--- src/dcc_pkg.sv ---
// shared constants and types of the two-channel dma controller
package dcc_pkg;
   localparam int ADDR_W     = 20;
   localparam int DATA_W     = 16;
   localparam int CNT_W      = 16;
   localparam int FSEL_W     = 4;
   localparam int NPERIPH    = 14;
   // register byte offsets, channel one sits one stride above zero
   localparam logic [7:0] CH_STRIDE  = 8'h20;
   localparam logic [7:0] OFF_CTRL   = 8'h00;
   localparam logic [7:0] OFF_SRC    = 8'h04;
   localparam logic [7:0] OFF_DST    = 8'h08;
   localparam logic [7:0] OFF_RELOAD = 8'h0C;
   localparam logic [7:0] OFF_COUNT  = 8'h10;
   localparam logic [7:0] OFF_FWD    = 8'h14;
   localparam logic [7:0] OFF_CYCLES = 8'h18;
   localparam logic [7:0] OFF_CFG    = 8'h40;
   // control register fields
   localparam int CTRL_EN     = 0;
   localparam int CTRL_REQ    = 1;
   localparam int CTRL_UNIT   = 2;
   localparam int CTRL_DIR    = 3;
   localparam int CTRL_EDGE   = 4;
   localparam int CTRL_SWTRIG = 5;
   localparam int CTRL_FSEL   = 8;
   localparam logic [FSEL_W-1:0] FSEL_SOFT = 4'h0;
   localparam logic [FSEL_W-1:0] FSEL_EXT  = 4'hF;
   // configuration register fields
   localparam int CFG_INT_WAIT = 0;
   localparam int CFG_EXT_WAIT = 1;
   localparam int CFG_MUX      = 2;
   localparam logic [2:0] CFG_RESET = 3'h0;
   // address areas
   localparam logic [ADDR_W-1:0] PERIPH_LIMIT = 20'h00400;
   localparam logic [ADDR_W-1:0] INT_LIMIT    = 20'h0C000;
   // bus cycles per access, and accesses per transfer unit
   localparam logic [1:0] COEF_FAST = 2'h1;
   localparam logic [1:0] COEF_WAIT = 2'h2;
   localparam logic [1:0] COEF_MUX  = 2'h3;
   localparam logic [1:0] BEATS_ONE = 2'h1;
   localparam logic [1:0] BEATS_TWO = 2'h2;

   typedef struct packed {
      logic [ADDR_W-1:0] addr;
      logic              we;
      logic              byte_sz;
      logic [DATA_W-1:0] wdata;
   } dcc_mem_req_t;
endpackage

--- src/dcc_buf2.sv ---
// small valid/ready buffer between the read and write phases
`timescale 1ns/1ns
module dcc_buf2 #(
   parameter int W     = 16,
   parameter int DEPTH = 2
) (
   input  wire logic         clk_i,
   input  wire logic         rst_i,
   input  wire logic         in_valid_i,
   output logic              in_ready_o,
   input  wire logic [W-1:0] in_data_i,
   output logic              out_valid_o,
   input  wire logic         out_ready_i,
   output logic [W-1:0]      out_data_o
);
   localparam int PW = $clog2(DEPTH);
   logic [W-1:0]  mem [DEPTH];
   logic [PW-1:0] wp;
   logic [PW-1:0] rp;
   logic [PW:0]   fill;
   logic          push;
   logic          pop;

   // full only when every entry holds a word, fill is one bit wider
   assign in_ready_o  = (fill != (PW+1)'(DEPTH));
   assign out_valid_o = (fill != '0);
   assign out_data_o  = mem[rp];
   assign push        = in_valid_i & in_ready_o;
   assign pop         = out_valid_o & out_ready_i;

   always_ff @(posedge clk_i)
   begin
      if (push)
         mem[wp] <= in_data_i;
   end

   always_ff @(posedge clk_i)
   begin
      if (rst_i)
      begin
         wp   <= '0;
         rp   <= '0;
         fill <= '0;
      end
      else
      begin
         if (push)
            wp <= (wp == PW'(DEPTH - 1)) ? '0 : wp + 1'b1;
         if (pop)
            rp <= (rp == PW'(DEPTH - 1)) ? '0 : rp + 1'b1;
         fill <= fill + (PW+1)'(push) - (PW+1)'(pop);
      end
   end
endmodule

--- src/dcc_dma_ctrl.sv ---
// two-channel dma controller with wishbone register access
// Summary of operation
// - cycles per unit equal reads times j plus writes times k
// - any address parity; word units split in two on odd or byte bus
// - writing one to enable makes the channel active
// - first transfer loads forward pointer from the forward-designated pointer
// - first transfer loads the counter from its reload register
// - rewriting enable restarts the channel, repeating both reloads
// - each channel takes requests from one selected factor
// - request bit sets on its factor regardless of enable
// - request bit clears just before the channel's transfer starts
// - software writing zero clears the request bit; one does nothing
// - peripheral factors set the request with the peripheral's own flag
// - external pin factor sets the request on the selected pin edge
// - simultaneous requests set together; channel zero transfers first
// - after each channel transfer the cpu gets one bus access
// - controller accesses use the width chosen by the bus-width pin
`timescale 1ns/1ns
module dcc_dma_ctrl
   import dcc_pkg::*;
(
   input  wire logic               clk_i,
   input  wire logic               rst_i,
   input  wire logic               wb_cyc_i,
   input  wire logic               wb_stb_i,
   input  wire logic               wb_we_i,
   input  wire logic [7:0]         wb_adr_i,
   input  wire logic [3:0]         wb_sel_i,
   input  wire logic [31:0]        wb_dat_i,
   output logic [31:0]             wb_dat_o,
   output logic                    wb_ack_o,
   input  wire logic [NPERIPH-1:0] periph_irq_i,
   input  wire logic [1:0]         external_request_pin_i,
   input  wire logic               byte_bus_pin_i,
   output logic                    bus_req_o,
   input  wire logic               bus_grant_i,
   input  wire logic               cpu_done_i,
   output dcc_mem_req_t            mem_req_o,
   output logic                    mem_valid_o,
   input  wire logic               mem_ack_i,
   input  wire logic [DATA_W-1:0]  mem_rdata_i
);
   typedef enum {S_IDLE, S_RD, S_WR, S_CPU} dcc_state_t;

   function automatic logic [31:0] merge(input logic [31:0] old,
                                         input logic [31:0] d,
                                         input logic [3:0]  s);
      logic [31:0] m;
      m = {{8{s[3]}}, {8{s[2]}}, {8{s[1]}}, {8{s[0]}}};
      return (old & ~m) | (d & m);
   endfunction

   function automatic logic [1:0] coef(input logic [ADDR_W-1:0] a,
                                       input logic [2:0] c);
      if (a < PERIPH_LIMIT)
         return COEF_WAIT;
      if (a < INT_LIMIT)
         return c[CFG_INT_WAIT] ? COEF_WAIT : COEF_FAST;
      if (c[CFG_MUX])
         return COEF_MUX;
      return c[CFG_EXT_WAIT] ? COEF_WAIT : COEF_FAST;
   endfunction

   function automatic logic [1:0] beats(input logic unit_byte,
                                        input logic byte_bus,
                                        input logic odd);
      return (!unit_byte && (byte_bus || odd)) ? BEATS_TWO : BEATS_ONE;
   endfunction

   logic [31:0]       ctrl [2];
   logic [ADDR_W-1:0] src [2];
   logic [ADDR_W-1:0] dst [2];
   logic [CNT_W-1:0]  reload [2];
   logic [CNT_W-1:0]  count [2];
   logic [ADDR_W-1:0] fwd [2];
   logic [7:0]        cycles [2];
   logic [1:0]        en;
   logic [1:0]        req;
   logic [1:0]        first;
   logic [1:0]        trig;
   logic [1:0]        ctrl_wr;
   logic [2:0]        cfg;
   logic              wb_hit;
   logic              wb_wr;
   logic [31:0]       rd_val;
   logic [1:0]        ext_s1;
   logic [1:0]        ext_s2;
   logic [1:0]        ext_s3;
   logic              bb_s1;
   logic              byte_bus;
   dcc_state_t        state;
   logic              cur;
   logic              pick;
   logic              pick_any;
   logic              start;
   logic              finish;
   logic [ADDR_W-1:0] rd_base;
   logic [ADDR_W-1:0] wr_base;
   logic [ADDR_W-1:0] fwd_lat;
   logic [CNT_W-1:0]  cnt_lat;
   logic              unit_byte;
   logic              dir_lat;
   logic [1:0]        rd_n;
   logic [1:0]        wr_n;
   logic              beat;
   logic [7:0]        lo_byte;
   logic              buf_in_valid;
   logic              buf_in_ready;
   logic              buf_out_valid;
   logic [DATA_W-1:0] buf_in_data;
   logic [DATA_W-1:0] buf_out_data;
   logic              last_beat;
   logic              issue;
   logic [ADDR_W-1:0] fwd_base [2];

   // ---------------- wishbone slave, one wait state
   assign wb_hit = wb_cyc_i & wb_stb_i & !wb_ack_o;
   assign wb_wr  = wb_hit & wb_we_i;

   always_comb
   begin
      rd_val = 32'h0000_0000;
      for (int c = 0; c < 2; c++)
      begin
         ctrl_wr[c] = wb_wr && wb_adr_i == OFF_CTRL + 8'(c) * CH_STRIDE;
         if (wb_adr_i == OFF_CTRL + 8'(c) * CH_STRIDE)
            rd_val = {ctrl[c][31:2], req[c], en[c]};
         if (wb_adr_i == OFF_SRC + 8'(c) * CH_STRIDE)
            rd_val = 32'(src[c]);
         if (wb_adr_i == OFF_DST + 8'(c) * CH_STRIDE)
            rd_val = 32'(dst[c]);
         if (wb_adr_i == OFF_RELOAD + 8'(c) * CH_STRIDE)
            rd_val = 32'(reload[c]);
         if (wb_adr_i == OFF_COUNT + 8'(c) * CH_STRIDE)
            rd_val = 32'(count[c]);
         if (wb_adr_i == OFF_FWD + 8'(c) * CH_STRIDE)
            rd_val = 32'(fwd[c]);
         if (wb_adr_i == OFF_CYCLES + 8'(c) * CH_STRIDE)
            rd_val = 32'(cycles[c]);
      end
      if (wb_adr_i == OFF_CFG)
         rd_val = 32'(cfg);
   end

   always_ff @(posedge clk_i)
   begin
      if (rst_i)
      begin
         wb_ack_o <= 1'b0;
         wb_dat_o <= 32'h0000_0000;
      end
      else
      begin
         wb_ack_o <= wb_hit;
         if (wb_hit && !wb_we_i)
            wb_dat_o <= rd_val;
      end
   end

   // plain software-owned registers, one set per channel plus the shared cfg
   always_ff @(posedge clk_i)
   begin
      if (rst_i)
      begin
         cfg <= CFG_RESET;
         for (int c = 0; c < 2; c++)
         begin
            ctrl[c]   <= 32'h0000_0000;
            src[c]    <= '0;
            dst[c]    <= '0;
            reload[c] <= '0;
         end
      end
      else if (wb_wr)
      begin
         if (wb_adr_i == OFF_CFG)
            cfg <= 3'(merge(32'(cfg), wb_dat_i, wb_sel_i));
         for (int c = 0; c < 2; c++)
         begin
            if (ctrl_wr[c])
               ctrl[c] <= merge(ctrl[c], wb_dat_i, wb_sel_i);
            if (wb_adr_i == OFF_SRC + 8'(c) * CH_STRIDE)
               src[c] <= ADDR_W'(merge(32'(src[c]), wb_dat_i, wb_sel_i));
            if (wb_adr_i == OFF_DST + 8'(c) * CH_STRIDE)
               dst[c] <= ADDR_W'(merge(32'(dst[c]), wb_dat_i, wb_sel_i));
            if (wb_adr_i == OFF_RELOAD + 8'(c) * CH_STRIDE)
               reload[c] <= CNT_W'(merge(32'(reload[c]), wb_dat_i,
                                         wb_sel_i));
         end
      end
   end

   // ---------------- pin synchronisers
   always_ff @(posedge clk_i)
   begin
      if (rst_i)
      begin
         ext_s1   <= 2'h0;
         ext_s2   <= 2'h0;
         ext_s3   <= 2'h0;
         bb_s1    <= 1'b0;
         byte_bus <= 1'b0;
      end
      else
      begin
         ext_s1   <= external_request_pin_i;
         ext_s2   <= ext_s1;
         ext_s3   <= ext_s2;
         bb_s1    <= byte_bus_pin_i;
         byte_bus <= bb_s1;
      end
   end

   // ---------------- request factors
   always_comb
   begin
      for (int c = 0; c < 2; c++)
      begin
         logic [FSEL_W-1:0] f;
         f = ctrl[c][CTRL_FSEL +: FSEL_W];
         if (f == FSEL_SOFT)
            trig[c] = ctrl_wr[c] & wb_sel_i[0] & wb_dat_i[CTRL_SWTRIG];
         else if (f == FSEL_EXT)
            trig[c] = ctrl[c][CTRL_EDGE] ? (ext_s2[c] & !ext_s3[c])
                                         : (!ext_s2[c] & ext_s3[c]);
         else if (32'(f) <= NPERIPH)
            trig[c] = periph_irq_i[32'(f) - 1];
         else
            trig[c] = 1'b0;
      end
   end

   // a set in the same cycle as any clear wins
   always_ff @(posedge clk_i)
   begin
      if (rst_i)
         req <= 2'h0;
      else
         for (int c = 0; c < 2; c++)
         begin
            if ((start && pick == c[0])
                || (ctrl_wr[c] && wb_sel_i[0] && !wb_dat_i[CTRL_REQ]))
               req[c] <= 1'b0;
            if (trig[c])
               req[c] <= 1'b1;
         end
   end

   // ---------------- enable, restart and reloads
   always_ff @(posedge clk_i)
   begin
      if (rst_i)
      begin
         en    <= 2'h0;
         first <= 2'h0;
      end
      else
         for (int c = 0; c < 2; c++)
         begin
            if (start && pick == c[0])
               first[c] <= 1'b0;
            if (finish && cur == c[0] && cnt_lat == CNT_W'(1))
               en[c] <= 1'b0;
            if (ctrl_wr[c] && wb_sel_i[0])
            begin
               if (wb_dat_i[CTRL_EN])
               begin
                  en[c]    <= 1'b1;
                  first[c] <= 1'b1;
               end
               else
                  en[c] <= 1'b0;
            end
         end
   end

   always_comb
   begin
      for (int c = 0; c < 2; c++)
         fwd_base[c] = first[c] ? (ctrl[c][CTRL_DIR] ? dst[c] : src[c])
                                : fwd[c];
   end

   // channel zero wins any tie
   assign pick_any = (en[0] & req[0]) | (en[1] & req[1]);
   assign pick     = !(en[0] & req[0]);
   assign start    = (state == S_IDLE) & pick_any & bus_grant_i;
   assign last_beat = (state == S_RD) ? (beat == rd_n[1])
                                      : (beat == wr_n[1]);
   assign finish   = (state == S_WR) & mem_valid_o & mem_ack_i & last_beat;
   assign bus_req_o = ((state == S_IDLE) & pick_any)
                      | (state == S_RD) | (state == S_WR);

   always_ff @(posedge clk_i)
   begin
      if (rst_i)
      begin
         state     <= S_IDLE;
         cur       <= 1'b0;
         rd_base   <= '0;
         wr_base   <= '0;
         fwd_lat   <= '0;
         cnt_lat   <= '0;
         unit_byte <= 1'b0;
         dir_lat   <= 1'b0;
         rd_n      <= BEATS_ONE;
         wr_n      <= BEATS_ONE;
      end
      else
         case (state)
            S_IDLE:
               if (start)
               begin
                  state     <= S_RD;
                  cur       <= pick;
                  fwd_lat   <= fwd_base[pick];
                  cnt_lat   <= first[pick] ? reload[pick]
                                           : count[pick];
                  dir_lat   <= ctrl[pick][CTRL_DIR];
                  unit_byte <= ctrl[pick][CTRL_UNIT];
                  rd_base   <= ctrl[pick][CTRL_DIR] ? src[pick]
                                                    : fwd_base[pick];
                  wr_base   <= ctrl[pick][CTRL_DIR] ? fwd_base[pick]
                                                    : dst[pick];
                  // beat counts fixed at start, the first issue needs them
                  rd_n      <= beats(ctrl[pick][CTRL_UNIT], byte_bus,
                                     ctrl[pick][CTRL_DIR] ? src[pick][0]
                                     : fwd_base[pick][0]);
                  wr_n      <= beats(ctrl[pick][CTRL_UNIT], byte_bus,
                                     ctrl[pick][CTRL_DIR] ? fwd_base[pick][0]
                                     : dst[pick][0]);
               end
            S_RD:
               if (mem_valid_o && mem_ack_i && last_beat)
                  state <= S_WR;
            S_WR:
               if (finish)
                  state <= S_CPU;
            S_CPU:
               if (cpu_done_i)
                  state <= S_IDLE;
            default:
               state <= S_IDLE;
         endcase
   end

   // one beat in flight at a time; the next waits for the previous ack
   assign issue = !mem_valid_o && (((state == S_RD) && buf_in_ready)
                  || ((state == S_WR) && buf_out_valid));

   always_ff @(posedge clk_i)
   begin
      if (rst_i)
      begin
         mem_valid_o <= 1'b0;
         mem_req_o   <= '0;
         beat        <= 1'b0;
         lo_byte     <= 8'h00;
      end
      else
      begin
         if (issue)
         begin
            mem_valid_o       <= 1'b1;
            mem_req_o.we      <= (state == S_WR);
            mem_req_o.addr    <= ((state == S_RD) ? rd_base : wr_base)
                                 + ADDR_W'(beat);
            mem_req_o.byte_sz <= unit_byte
                                 | (beat ? 1'b1 : ((state == S_RD)
                                    ? rd_n[1] : wr_n[1]));
            mem_req_o.wdata   <= beat ? {8'h00, buf_out_data[15:8]}
                                      : buf_out_data;
         end
         if (mem_valid_o && mem_ack_i)
         begin
            mem_valid_o <= 1'b0;
            beat        <= last_beat ? 1'b0 : 1'b1;
            if (state == S_RD && !beat)
               lo_byte <= mem_rdata_i[7:0];
         end
      end
   end

   assign buf_in_valid = (state == S_RD) & mem_valid_o & mem_ack_i
                         & last_beat;
   assign buf_in_data  = beat ? {mem_rdata_i[7:0], lo_byte} : mem_rdata_i;

   dcc_buf2 #(
      .W     (DATA_W),
      .DEPTH (2)
   ) u_buf (
      .clk_i       (clk_i),
      .rst_i       (rst_i),
      .in_valid_i  (buf_in_valid),
      .in_ready_o  (buf_in_ready),
      .in_data_i   (buf_in_data),
      .out_valid_o (buf_out_valid),
      .out_ready_i (finish),
      .out_data_o  (buf_out_data)
   );

   // ---------------- completion: pointer, counter, cycle accounting
   always_ff @(posedge clk_i)
   begin
      if (rst_i)
         for (int c = 0; c < 2; c++)
         begin
            count[c]  <= '0;
            fwd[c]    <= '0;
            cycles[c] <= 8'h00;
         end
      else if (finish)
      begin
         count[cur]  <= cnt_lat - 1'b1;
         fwd[cur]    <= fwd_lat + (unit_byte ? ADDR_W'(1) : ADDR_W'(2));
         cycles[cur] <= 8'(rd_n) * 8'(coef(rd_base, cfg))
                        + 8'(wr_n) * 8'(coef(wr_base, cfg));
      end
   end
endmodule

--- config.mk ---
export PLATFORM = sky130hd
export DESIGN_NAME = dcc_dma_ctrl
export DESIGN_NICKNAME = d
export VERILOG_FILES = /design/src/dcc_pkg.sv /design/src/dcc_buf2.sv /design/src/dcc_dma_ctrl.sv
export SDC_FILE = /design/constraint.sdc
export NUM_CORES = 1
export LEC_CHECK = 0
export BUFFER_PORTS_ARGS = -buffer_cell sky130_fd_sc_hd__clkbuf_2
export CORE_MARGIN = 3
export CORE_UTILIZATION = 29
export CTS_CLUSTER_DIAMETER = 60
export DETAILED_ROUTE_END_ITERATION = 12
export GPL_TIMING_DRIVEN = 0
export PLACE_DENSITY = 0.55
export SKIP_LAST_GASP = 1
export SYNTH_ARGS = -nofsm -noshare
export SYNTH_HDL_FRONTEND = slang
export SYNTH_SLANG_ARGS = --single-unit
--- constraint.sdc ---
create_clock -name clk_i -period 12.34 [get_ports clk_i]
set_clock_uncertainty 0.2 [all_clocks]
set_input_delay 1.851 -clock clk_i [delete_from_list [all_inputs] [get_ports clk_i]]
set_output_delay 1.851 -clock clk_i [all_outputs]
set_load 0.01 [all_outputs]
# Word level (Yosys, flattened, before mapping)
# Memory sizes are Yosys's and may differ from the RTL's. A register that Yosys moved wholly into a read port is not among the register bits.
# Index checks and enable logic that the tools add are counted.
# word_totals
mem_count,8
regBits,216
out_inout_bits,73
latch_bits,0
ram_bits,290
rom_bits,0
wordCells,375
# classes
eq_ne,29
n_lt_le_gt_ge,10
bitwise_logic,57
reduce_logical,55
mux,172
multipliers,2
n_addsub,10
shifts,0
div_mod_pow,0
# mem_list
memory,words,word_bits,read_ports,rd_ports_with_merged_regs,wr,line,rtl
ctrl,2,32,3,0,2,dcc_dma_ctrl.sv:70,logic [31:0] ctrl [2];
dst,2,20,3,0,2,dcc_dma_ctrl.sv:72,logic [ADDR_W-1:0] dst [2];
fwd,2,20,2,0,2,dcc_dma_ctrl.sv:75,logic [ADDR_W-1:0] fwd [2];
src,2,20,3,0,2,dcc_dma_ctrl.sv:71,logic [ADDR_W-1:0] src [2];
count,2,16,3,0,2,dcc_dma_ctrl.sv:74,logic [CNT_W-1:0] count [2];
reload,2,16,3,0,2,dcc_dma_ctrl.sv:73,logic [CNT_W-1:0] reload [2];
2 more memories,-,-,-,-,-,-,
# op_table
operator,n
32-bit 2-to-1 mux,21
20-bit 2-to-1 mux,15
32-bit case mux with 4 select lines,1
1-bit 2-to-1 mux,105
32-bit AND,3
32-bit by 2-bit == test with 1-bit output (second input constant),3
16-bit 2-to-1 mux,6
20-bit AND,4
20-bit OR,4
32-bit logical NOT,2
32-bit by 5-bit less-than comparator with 1-bit output (second input constant),2
32-bit OR,2
8-bit by 6-bit == test with 1-bit output (second input constant),7
2-bit 2-to-1 mux,21
20-bit by 11-bit less-than comparator with 1-bit output (second input constant),2
20-bit by 16-bit less-than comparator with 1-bit output (second input constant),2
16-bit AND,2
32-bit by 1-bit == test with 1-bit output (second input constant),1
32-bit by 3-bit == test with 1-bit output (second input constant),1
32-bit NOT,1
16-bit OR,2
8-bit by 5-bit == test with 1-bit output (second input constant),3
1-bit AND,23
1-bit logical AND,21
other kinds (37),81

# Depth between registers and ports, before layout
# Gate-level depths: netlist of run 1.
# depth
ltp_word,21
mapped_depth,18
mapped_depth_nobuf,13

# Cells and area by module
# A second synthesis of run 1 with hierarchy kept.
# unflattened
hier_cells,2709
area_unflattened_um2,25349.3
# by_module_without_submodules
module,cells_each,area_per_inst_um2,seq_area_each_um2,instances
dcc_dma_ctrl,2630,23940.5,11270.8,1
dcc_buf2,79,1408.9,1061.0,1

# Worst setup path before layout of run 1
# No wires, ideal clock.
# synth_timing
kind,register to register
from,reg state[1]
to,"mem count[0][0], enable pin"
path_slack_ns,7.485
period_less_slack_ns,4.855
setup_time_ns,0.448
path_buffers,5
arrival_time_ns,4.207
path_stages_with_launch,13
path_cell_list,dfxtp_1 -> inv_1 -> ha_1 -> buf_2 -> buf_4 -> buf_2 -> buf_2 -> buf_4 -> mux2i_1 -> ha_1 -> nor2_1 -> nand2_1 -> o21bai_1
# synth_lines
element,line,rtl
start: declaration,dcc_dma_ctrl.sv:91,dcc_state_t state;
start signal: assignment,dcc_dma_ctrl.sv:298,state <= S_IDLE;
start signal: assignment,dcc_dma_ctrl.sv:314,state <= S_RD;
start signal: assignment,dcc_dma_ctrl.sv:335,state <= S_WR;
end: declaration,dcc_dma_ctrl.sv:74,

==> results of run 1 <==
-- synth_stat cells, types with 6 or more instances --
cell,number
inv_1,31
a31oi_1,14
a32oi_1,6
nand3_1,77
nand3b_1,10
xor2_1,27
o211ai_1,14
xnor2_1,24
mux2_2,31
nor3_1,35
o22ai_1,27
nand2_1,338
or3_1,11
clkbuf_1,136
o221ai_1,10
a22o_1,25
mux4_2,30
nor2b_1,39
nor2_1,247
mux2i_1,87
o21ai_0,63
a221oi_1,9
and2_1,17
o31ai_1,11
a21o_1,18
buf_1,17
o21a_1,9
nor4_1,10
a222oi_1,6
ha_1,27
nand2b_1,138
a21oi_1,355
buf_2,44
a311oi_1,9
edfxtp_1,286
a211oi_1,72
nand4_1,10
a22oi_1,24
dfxtp_1,187
and3_1,30
-- through the flow --
step	utilization, %	std cells	worst slack (ns)
after detailed placement	32.2	3958	6.24
after global placement	32.1	3954	5.32
after floorplan	-	2660	7.49
after global routing	34.4	4069	7.08
after CTS	34.4	4069	6.92
final	34.4	4070	7.12
-- sequential cells by signal, summed over array words and instances, names as in the netlist, 8 cells and up, named ones only --
name,count
ctrl,60
dst,40
fwd,40
src,40
mem_req_o,38
count,32
reload,32
u_buf.mem,32
wb_dat_o,32
fwd_lat,20
rd_base,20
wr_base,20
cnt_lat,16
cycles,10
lo_byte,8
-- final timing paths --
path,from,end,slack [ns],cells after the start
setup reg to reg,state[1],fwd[1][13],7.44,15
hold reg to reg,ext_s1[0],ext_s2[0],0.24,1
setup / recovery,rst_i,dst[1][17],7.12,5
hold / removal,ext_s1[0],ext_s2[0],0.24,1
-- per-layer routing --
layer | vias to the layer above | part of all wire (%)
met5 | - | 0.065
met4 | 4 | 6.4
met3 | 345 | 10
met2 | 1261 | 44
met1 | 11300 | 39
li1 | 10200 | -
-- kinds of logic after synthesis --
kind of cell	count (synthesis)	share of synthesized area, %
XOR/XNOR	51	1.76
AND/OR/NAND/NOR	1014	19.5
flip-flops	473	48.6
buffers and inverters	232	3.72
adder cells (fa/ha/maj)	31	1.65
AO/OA/AOI/OAI	711	17.3
multiplexers	148	7.47
-- cell type report --
| cell class | count | area (um2) |
|---|---|---|
| Sequential cell | 473 | 12300 |
| Antenna cell | 1 | 2.50 |
| Tap cell | 1144 | 1430 |
| Buffer | 201 | 828 |
| Clock inverter | 37 | 392 |
| Timing Repair Buffer | 154 | 811 |
| Fill cell | 8989 | 56400 |
| Inverter | 31 | 116 |
| Clock buffer | 74 | 1530 |
| Multi-Input combinational cell | 1955 | 12100 |
-- power groups by stage --
stage | clock network [mW] | logic (mW) | registers, mW
6_report | 1.74 | 0.252 | 1.77
5_1_grt | 1.83 | 0.263 | 1.76
4_1_cts | 1.76 | 0.246 | 1.76
3_5_place_dp | 0 | 0.245 | 1.79
3_3_place_gp | 0 | 0.242 | 1.80
2_1_floorplan | 0 | 0.139 | 1.75
-- worst reg2reg max path, cell delays in order, from the launching register on --
cell and delay (ns):
dfxtp_1 0.36, inv_1 0.10, ha_1 0.13, buf_2 0.22
buf_4 0.22, buf_2 0.24, buf_2 0.31, buf_4 0.28
mux2i_1 0.23, ha_1 0.27, nor2_1 0.27, nand3_1 0.44
or2_2 0.45, clkbuf_1 0.34, buf_1 0.42, nor2_1 0.21
==> impl_metrics.py, run 1 <==
metrics = {
    "global_route": {
        "grt.busiest_layer": "met2",
        "grt_pass1_vias": 21900,
        "met3_usage_pct": 6.81,
        "grt_overflow_total": 0,
        "track_usage_pct": 25.5,
        "grt_max_degree": 31,
        "grt_pass1_wl_mm": 166,
        "use_met2_pct": 39.6,
        "antenna_found_initial": 3,
        "grtUsageMet1_pct": 32.4,
    },
    "timing": {
        "whs_ns": 0.240,
        "worst_slew_pin_slew_ns": 1.38,
        "setup-violations-final": 0,
        "fmax_mhz": 192,
        "fin_setup_tns_ns": 0,
        "final_hold_viol_count": 0,
        "rsz0062_at_grt": "false",
        "finalCriticalPeriod_ns": 5.22,
        "relSlewSlack_pct": 7.16,
        "period_share_pct": 42.3,
        "drv_slew": 0,
    },
    "worst_setup_path": {
        "crit_family": "buffers and inverters",
        "slowest_stage": "clkbuf_1",
        "cp-start-kind": "primary input",
        "critPathCaptureType": "flop",
        "arrival_ns": 5.28,
        "cp_slowest_stage_delay_ns": 1.02,
        "cp_num_buf_inv": 4,
        "critPathRequiredTime_ns": 12.40,
        "crit_fanout": 20,
        "path_cells": "clkbuf_2 > clkbuf_1 > clkbuf_1 > clkbuf_1 > a21o_1",
        "critical_path_class": "primary input to flop",
        "cp_common_cell": "clkbuf_1",
    },
    "pwr": {
        "power_frac_comb_pct": 6.7,
        "clockPowerShare_pct": 46.2,
        "p_sw_share_pct": 26.5,
        "peakVddDrop_mv": 0.115,
        "pwr-share-seq_pct": 47.1,
        "report.power.total_mw": 3.75,
        "powerDensity_nw_per_um2": 127,
        "switchingPower_uw": 994,
        "p_leak_nw": 10.2,
        "p_int_mw": 2.76,
    },
    "cts": {
        "cts-htree-levels": 2,
        "numCtsBuffers": 59,
        "cts_tree": "yes",
        "postCtsSetupRepairBufs": 0,
        "clock_latency_ns": 0.67,
        "cts_resized": 0,
        "ctsHoldBuffers": 0,
        "cts_sinks": 473,
        "root_buffer": "clkbuf_16",
        "clk_path_buf_depth": 3,
        "clk_pin_slew_ns": 0.06,
    },
    "synthesis": {
        "syn_area_um2": 25400,
        "yosysWarnings": 0,
        "ys_ff_latch": 473,
        "synth_cell_types": 90,
        "synth_cells": 2660,
        "yosysSeqAreaShare_pct": 48.6,
        "synthFlopType": "edfxtp_1",
        "yosys.area.top_type": "edfxtp_1",
        "synthArstFlopShare_pct": 0,
        "avgSynthCellArea_um2": 9.54,
        "syn_nets": 2776,
        "synth-edff-count": 286,
        "ys_top_cells_by_area": "edfxtp_1, dfxtp_1, a21oi_1",
        "yosysTopAreaCellShare_pct": 33.8,
    },
    "floorplan": {
        "row_count": 107,
        "core-area_um2": 85900,
        "ioPinCount": 158,
        "die_x_um": 302,
        "die_area_um2": 91100,
        "initial_core_util_pct": 29.5,
        "dieHeight_um": 302,
    },
    "layout": {
        "drive_gt1_share_pct": 13.3,
        "final_design_area_no_fill_um2": 29600,
        "layout.nets": 2991,
        "layout_common_cells": "a21oi_1, nand2_1, edfxtp_1, nor2_1, dfxtp_1",
        "layout_commonest_cell": "a21oi_1",
        "syn_to_final_growth_pct": 16.5,
    },
    "routing": {
        "drt_iter0_markers": 2671,
        "drc": 0,
        "via_per_inst": 5.67,
        "vias": 23100,
        "postRouteAntennaNets": 0,
        "firstDrtPassIters": 6,
        "drt_wl_total_mm": 119,
        "wl_per_cell_um": 29.4,
    },
    "placed_design": {
        "portBuffers": 150,
        "gp_congestion": 1.02,
        "placement.cell_area_um2": 27600,
        "hpwl_mm": 91.0,
    },
    "worst_hold_path": {
        "hold_class": "flop to flop",
    },
    "run": {
        "maxCapViolCount": 0,
    },
    "outcome": {
        "outcome": "finished, final reports clean",
    },
}
(Power assumes the default switching activity.)
==> run 2, diff against run 1 <==
- clock period: 12.34 -> 4.9 ns (I/O delays scaled with it)
==> impl_metrics.py, run 2 (synthesis results as in run 1) <==
metrics = {
    "global_route": {
        "grt_overflow_total": 0,
        "grt_max_degree": 31,
        "grt_pass1_vias": 21900,
        "antenna_found_initial": 3,
        "track_usage_pct": 25.5,
        "grt_pass1_wl_mm": 166,
    },
    "layout": {
        "largest-register": "ctrl",
        "drive_gt1_share_pct": 13.5,
        "largest_reg_flops": 60,
        "register_area_um2": 12300,
        "layout_commonest_cell": "a21oi_1",
        "stdcell_count": 4070,
        "syn_to_final_growth_pct": 16.6,
        "layout.nets": 2990,
        "n_fill_cell": 8986,
        "post-route-util_pct": 34.4,
        "layout_common_cells": "a21oi_1, nand2_1, edfxtp_1, nor2_1, dfxtp_1",
        "final_design_area_no_fill_um2": 29600,
        "multi_input_area_um2": 12100,
    },
    "cts": {
        "cts-htree-levels": 2,
        "cts_sinks": 473,
        "numCtsBuffers": 59,
        "clock_latency_ns": 0.67,
        "clk_path_buf_depth": 3,
        "ctsHoldBuffers": 0,
        "root_buffer": "clkbuf_16",
        "cts_tree": "yes",
        "clk_pin_slew_ns": 0.06,
        "postCtsSetupRepairBufs": 0,
    },
    "timing": {
        "setup-violations-final": 0,
        "fin_ws_ns": 0.265,
        "final_hold_viol_count": 0,
        "rsz0062_at_grt": "false",
        "relSlewSlack_pct": 0.865,
        "period_share_pct": 94.6,
        "drv_slew": 0,
        "worst_slew_pin_slew_ns": 1.48,
        "fin_setup_tns_ns": 0,
        "fmax_mhz": 216,
        "finalCriticalPeriod_ns": 4.63,
    },
    "worst_setup_path": {
        "critPathCaptureType": "flop",
        "cp-start-kind": "flop",
        "crit_fanout": 10,
        "critical_path_class": "flop to flop",
        "reg2regPathDepth": 14,
        "slowest_stage": "or3_1",
        "rr_startpoint": "state[1]",
        "cp_num_buf_inv": 7,
        "critPathRequiredTime_ns": 5.18,
        "cp_slowest_stage_delay_ns": 0.69,
        "r2r_slack_ns": 0.27,
        "path_cells": "inv_1 > ha_1 > buf_2 > buf_4 > buf_2 > buf_2 > buf_4 > mux2i_1 > ha_1 > nor2_1 > nand2_1 > or3_1 > clkbuf_2 > nor2_1",
        "crit_family": "buffers and inverters",
        "cp_common_cell": "buf_2",
        "r2r_end": "count[0][14]",
        "arrival_ns": 4.91,
    },
    "run": {
        "maxCapViolCount": 1,
    },
    "floorplan": {
        "ioPinCount": 158,
        "dieHeight_um": 302,
        "die_area_um2": 91100,
        "die_x_um": 302,
        "initial_core_util_pct": 29.5,
        "row_count": 107,
        "core-area_um2": 85900,
    },
    "routing": {
        "drt_iter0_markers": 2861,
        "drt_wl_total_mm": 119,
        "via_per_inst": 5.67,
        "drc": 0,
        "postRouteAntennaNets": 0,
        "vias": 23100,
        "firstDrtPassIters": 7,
        "wl_per_cell_um": 29.3,
    },
    "pwr": {
        "powerDensity_nw_per_um2": 319,
        "p_leak_nw": 10.2,
        "peakVddDrop_mv": 0.290,
    },
    "worst_hold_path": {
        "hp-start": "byte_bus_pin_i",
        "worstHoldPathCells": 2,
        "hold_class": "primary input to flop",
        "holdPathEnd": "bb_s1",
    },
    "placed_design": {
        "gp_congestion": 1.02,
        "portBuffers": 150,
        "hpwl_mm": 91.0,
        "post-place-ws_ns": -0.0861,
        "placement.cell_area_um2": 27600,
        "dp_cells": 3958,
    },
    "outcome": {
        "violations": "capacitance limit",
        "outcome": "finished, violations left",
    },
}
[run 2: worst max-delay path by stage]
| stage | depth (start not counted) | to | slack (ns) | startpoint |
|---|---|---|---|---|
| global route | 14 | count[1][0] | 0.008 | state[0] |
| finish | 14 | count[0][14] | 0.27 | state[1] |
| global placement | 11 | count[0][15] | -2.12 | state[0] |
| CTS | 15 | cycles[0][3] | 0.06 | state[1] |
| floorplan | 12 | count[0][0] | 0.05 | state[1] |
| detailed placement | 5 | ctrl[1][10] | -0.09 | rst_i |
[run 2: what timing repair did]
action | 4_1_cts | 5_1_grt
hold endpoints to repair | 0 | 0
pin swaps | 0 | 0
setup endpoints to repair | 10 | 38
gates resized for setup | 1 | 7
[run 2: worst register-to-register path: cells and delay by family (launching register included)]
kind / cells / cell delay [ns]
adders and majority gates: 2 / 0.41
buffers and inverters: 7 / 1.77
and+or+nand+nor: 4 / 1.48
muxes: 1 / 0.23
DFF: 1 / 0.36
[run 2: per-stage QoR]
stage                     hold WS (ns)  power [mW]
after floorplan                  0.214        4.77
after global placement           0.223        5.13
after detailed placement         0.230        5.13
after CTS                       0.0451        9.47
after global routing            0.0900        9.70
final                           0.0774        9.45
[run 2: layout make-up]
cell class | count | share of cell area [%]
clock buffers | 74 | 5.18
repair buffers | 154 | 2.74
well taps | 1144 | 4.84
diodes | 2 | 0.0169
inverters | 31 | 0.393
clock inverters | 37 | 1.32
flip-flops and latches | 473 | 41.7
multi-input cells | 1955 | 41.0
plain buffers | 200 | 2.80
[run 2: where the power goes]
group | total (mW) | internal, mW | switching, mW
registers | 4.45 | 4.29 | 0.157
logic | 0.630 | 0.193 | 0.437
clock network | 4.37 | 2.47 | 1.91
[run 2: per-layer routing]
layer	part of all wire (%)	GRT usage (%)	vias to the layer above
li1	-	-	10100
met1	40	32.4	11400
met2	44	39.6	1224
met5	0.011	0	-
met4	6.2	14.0	2
met3	9.8	6.80	328
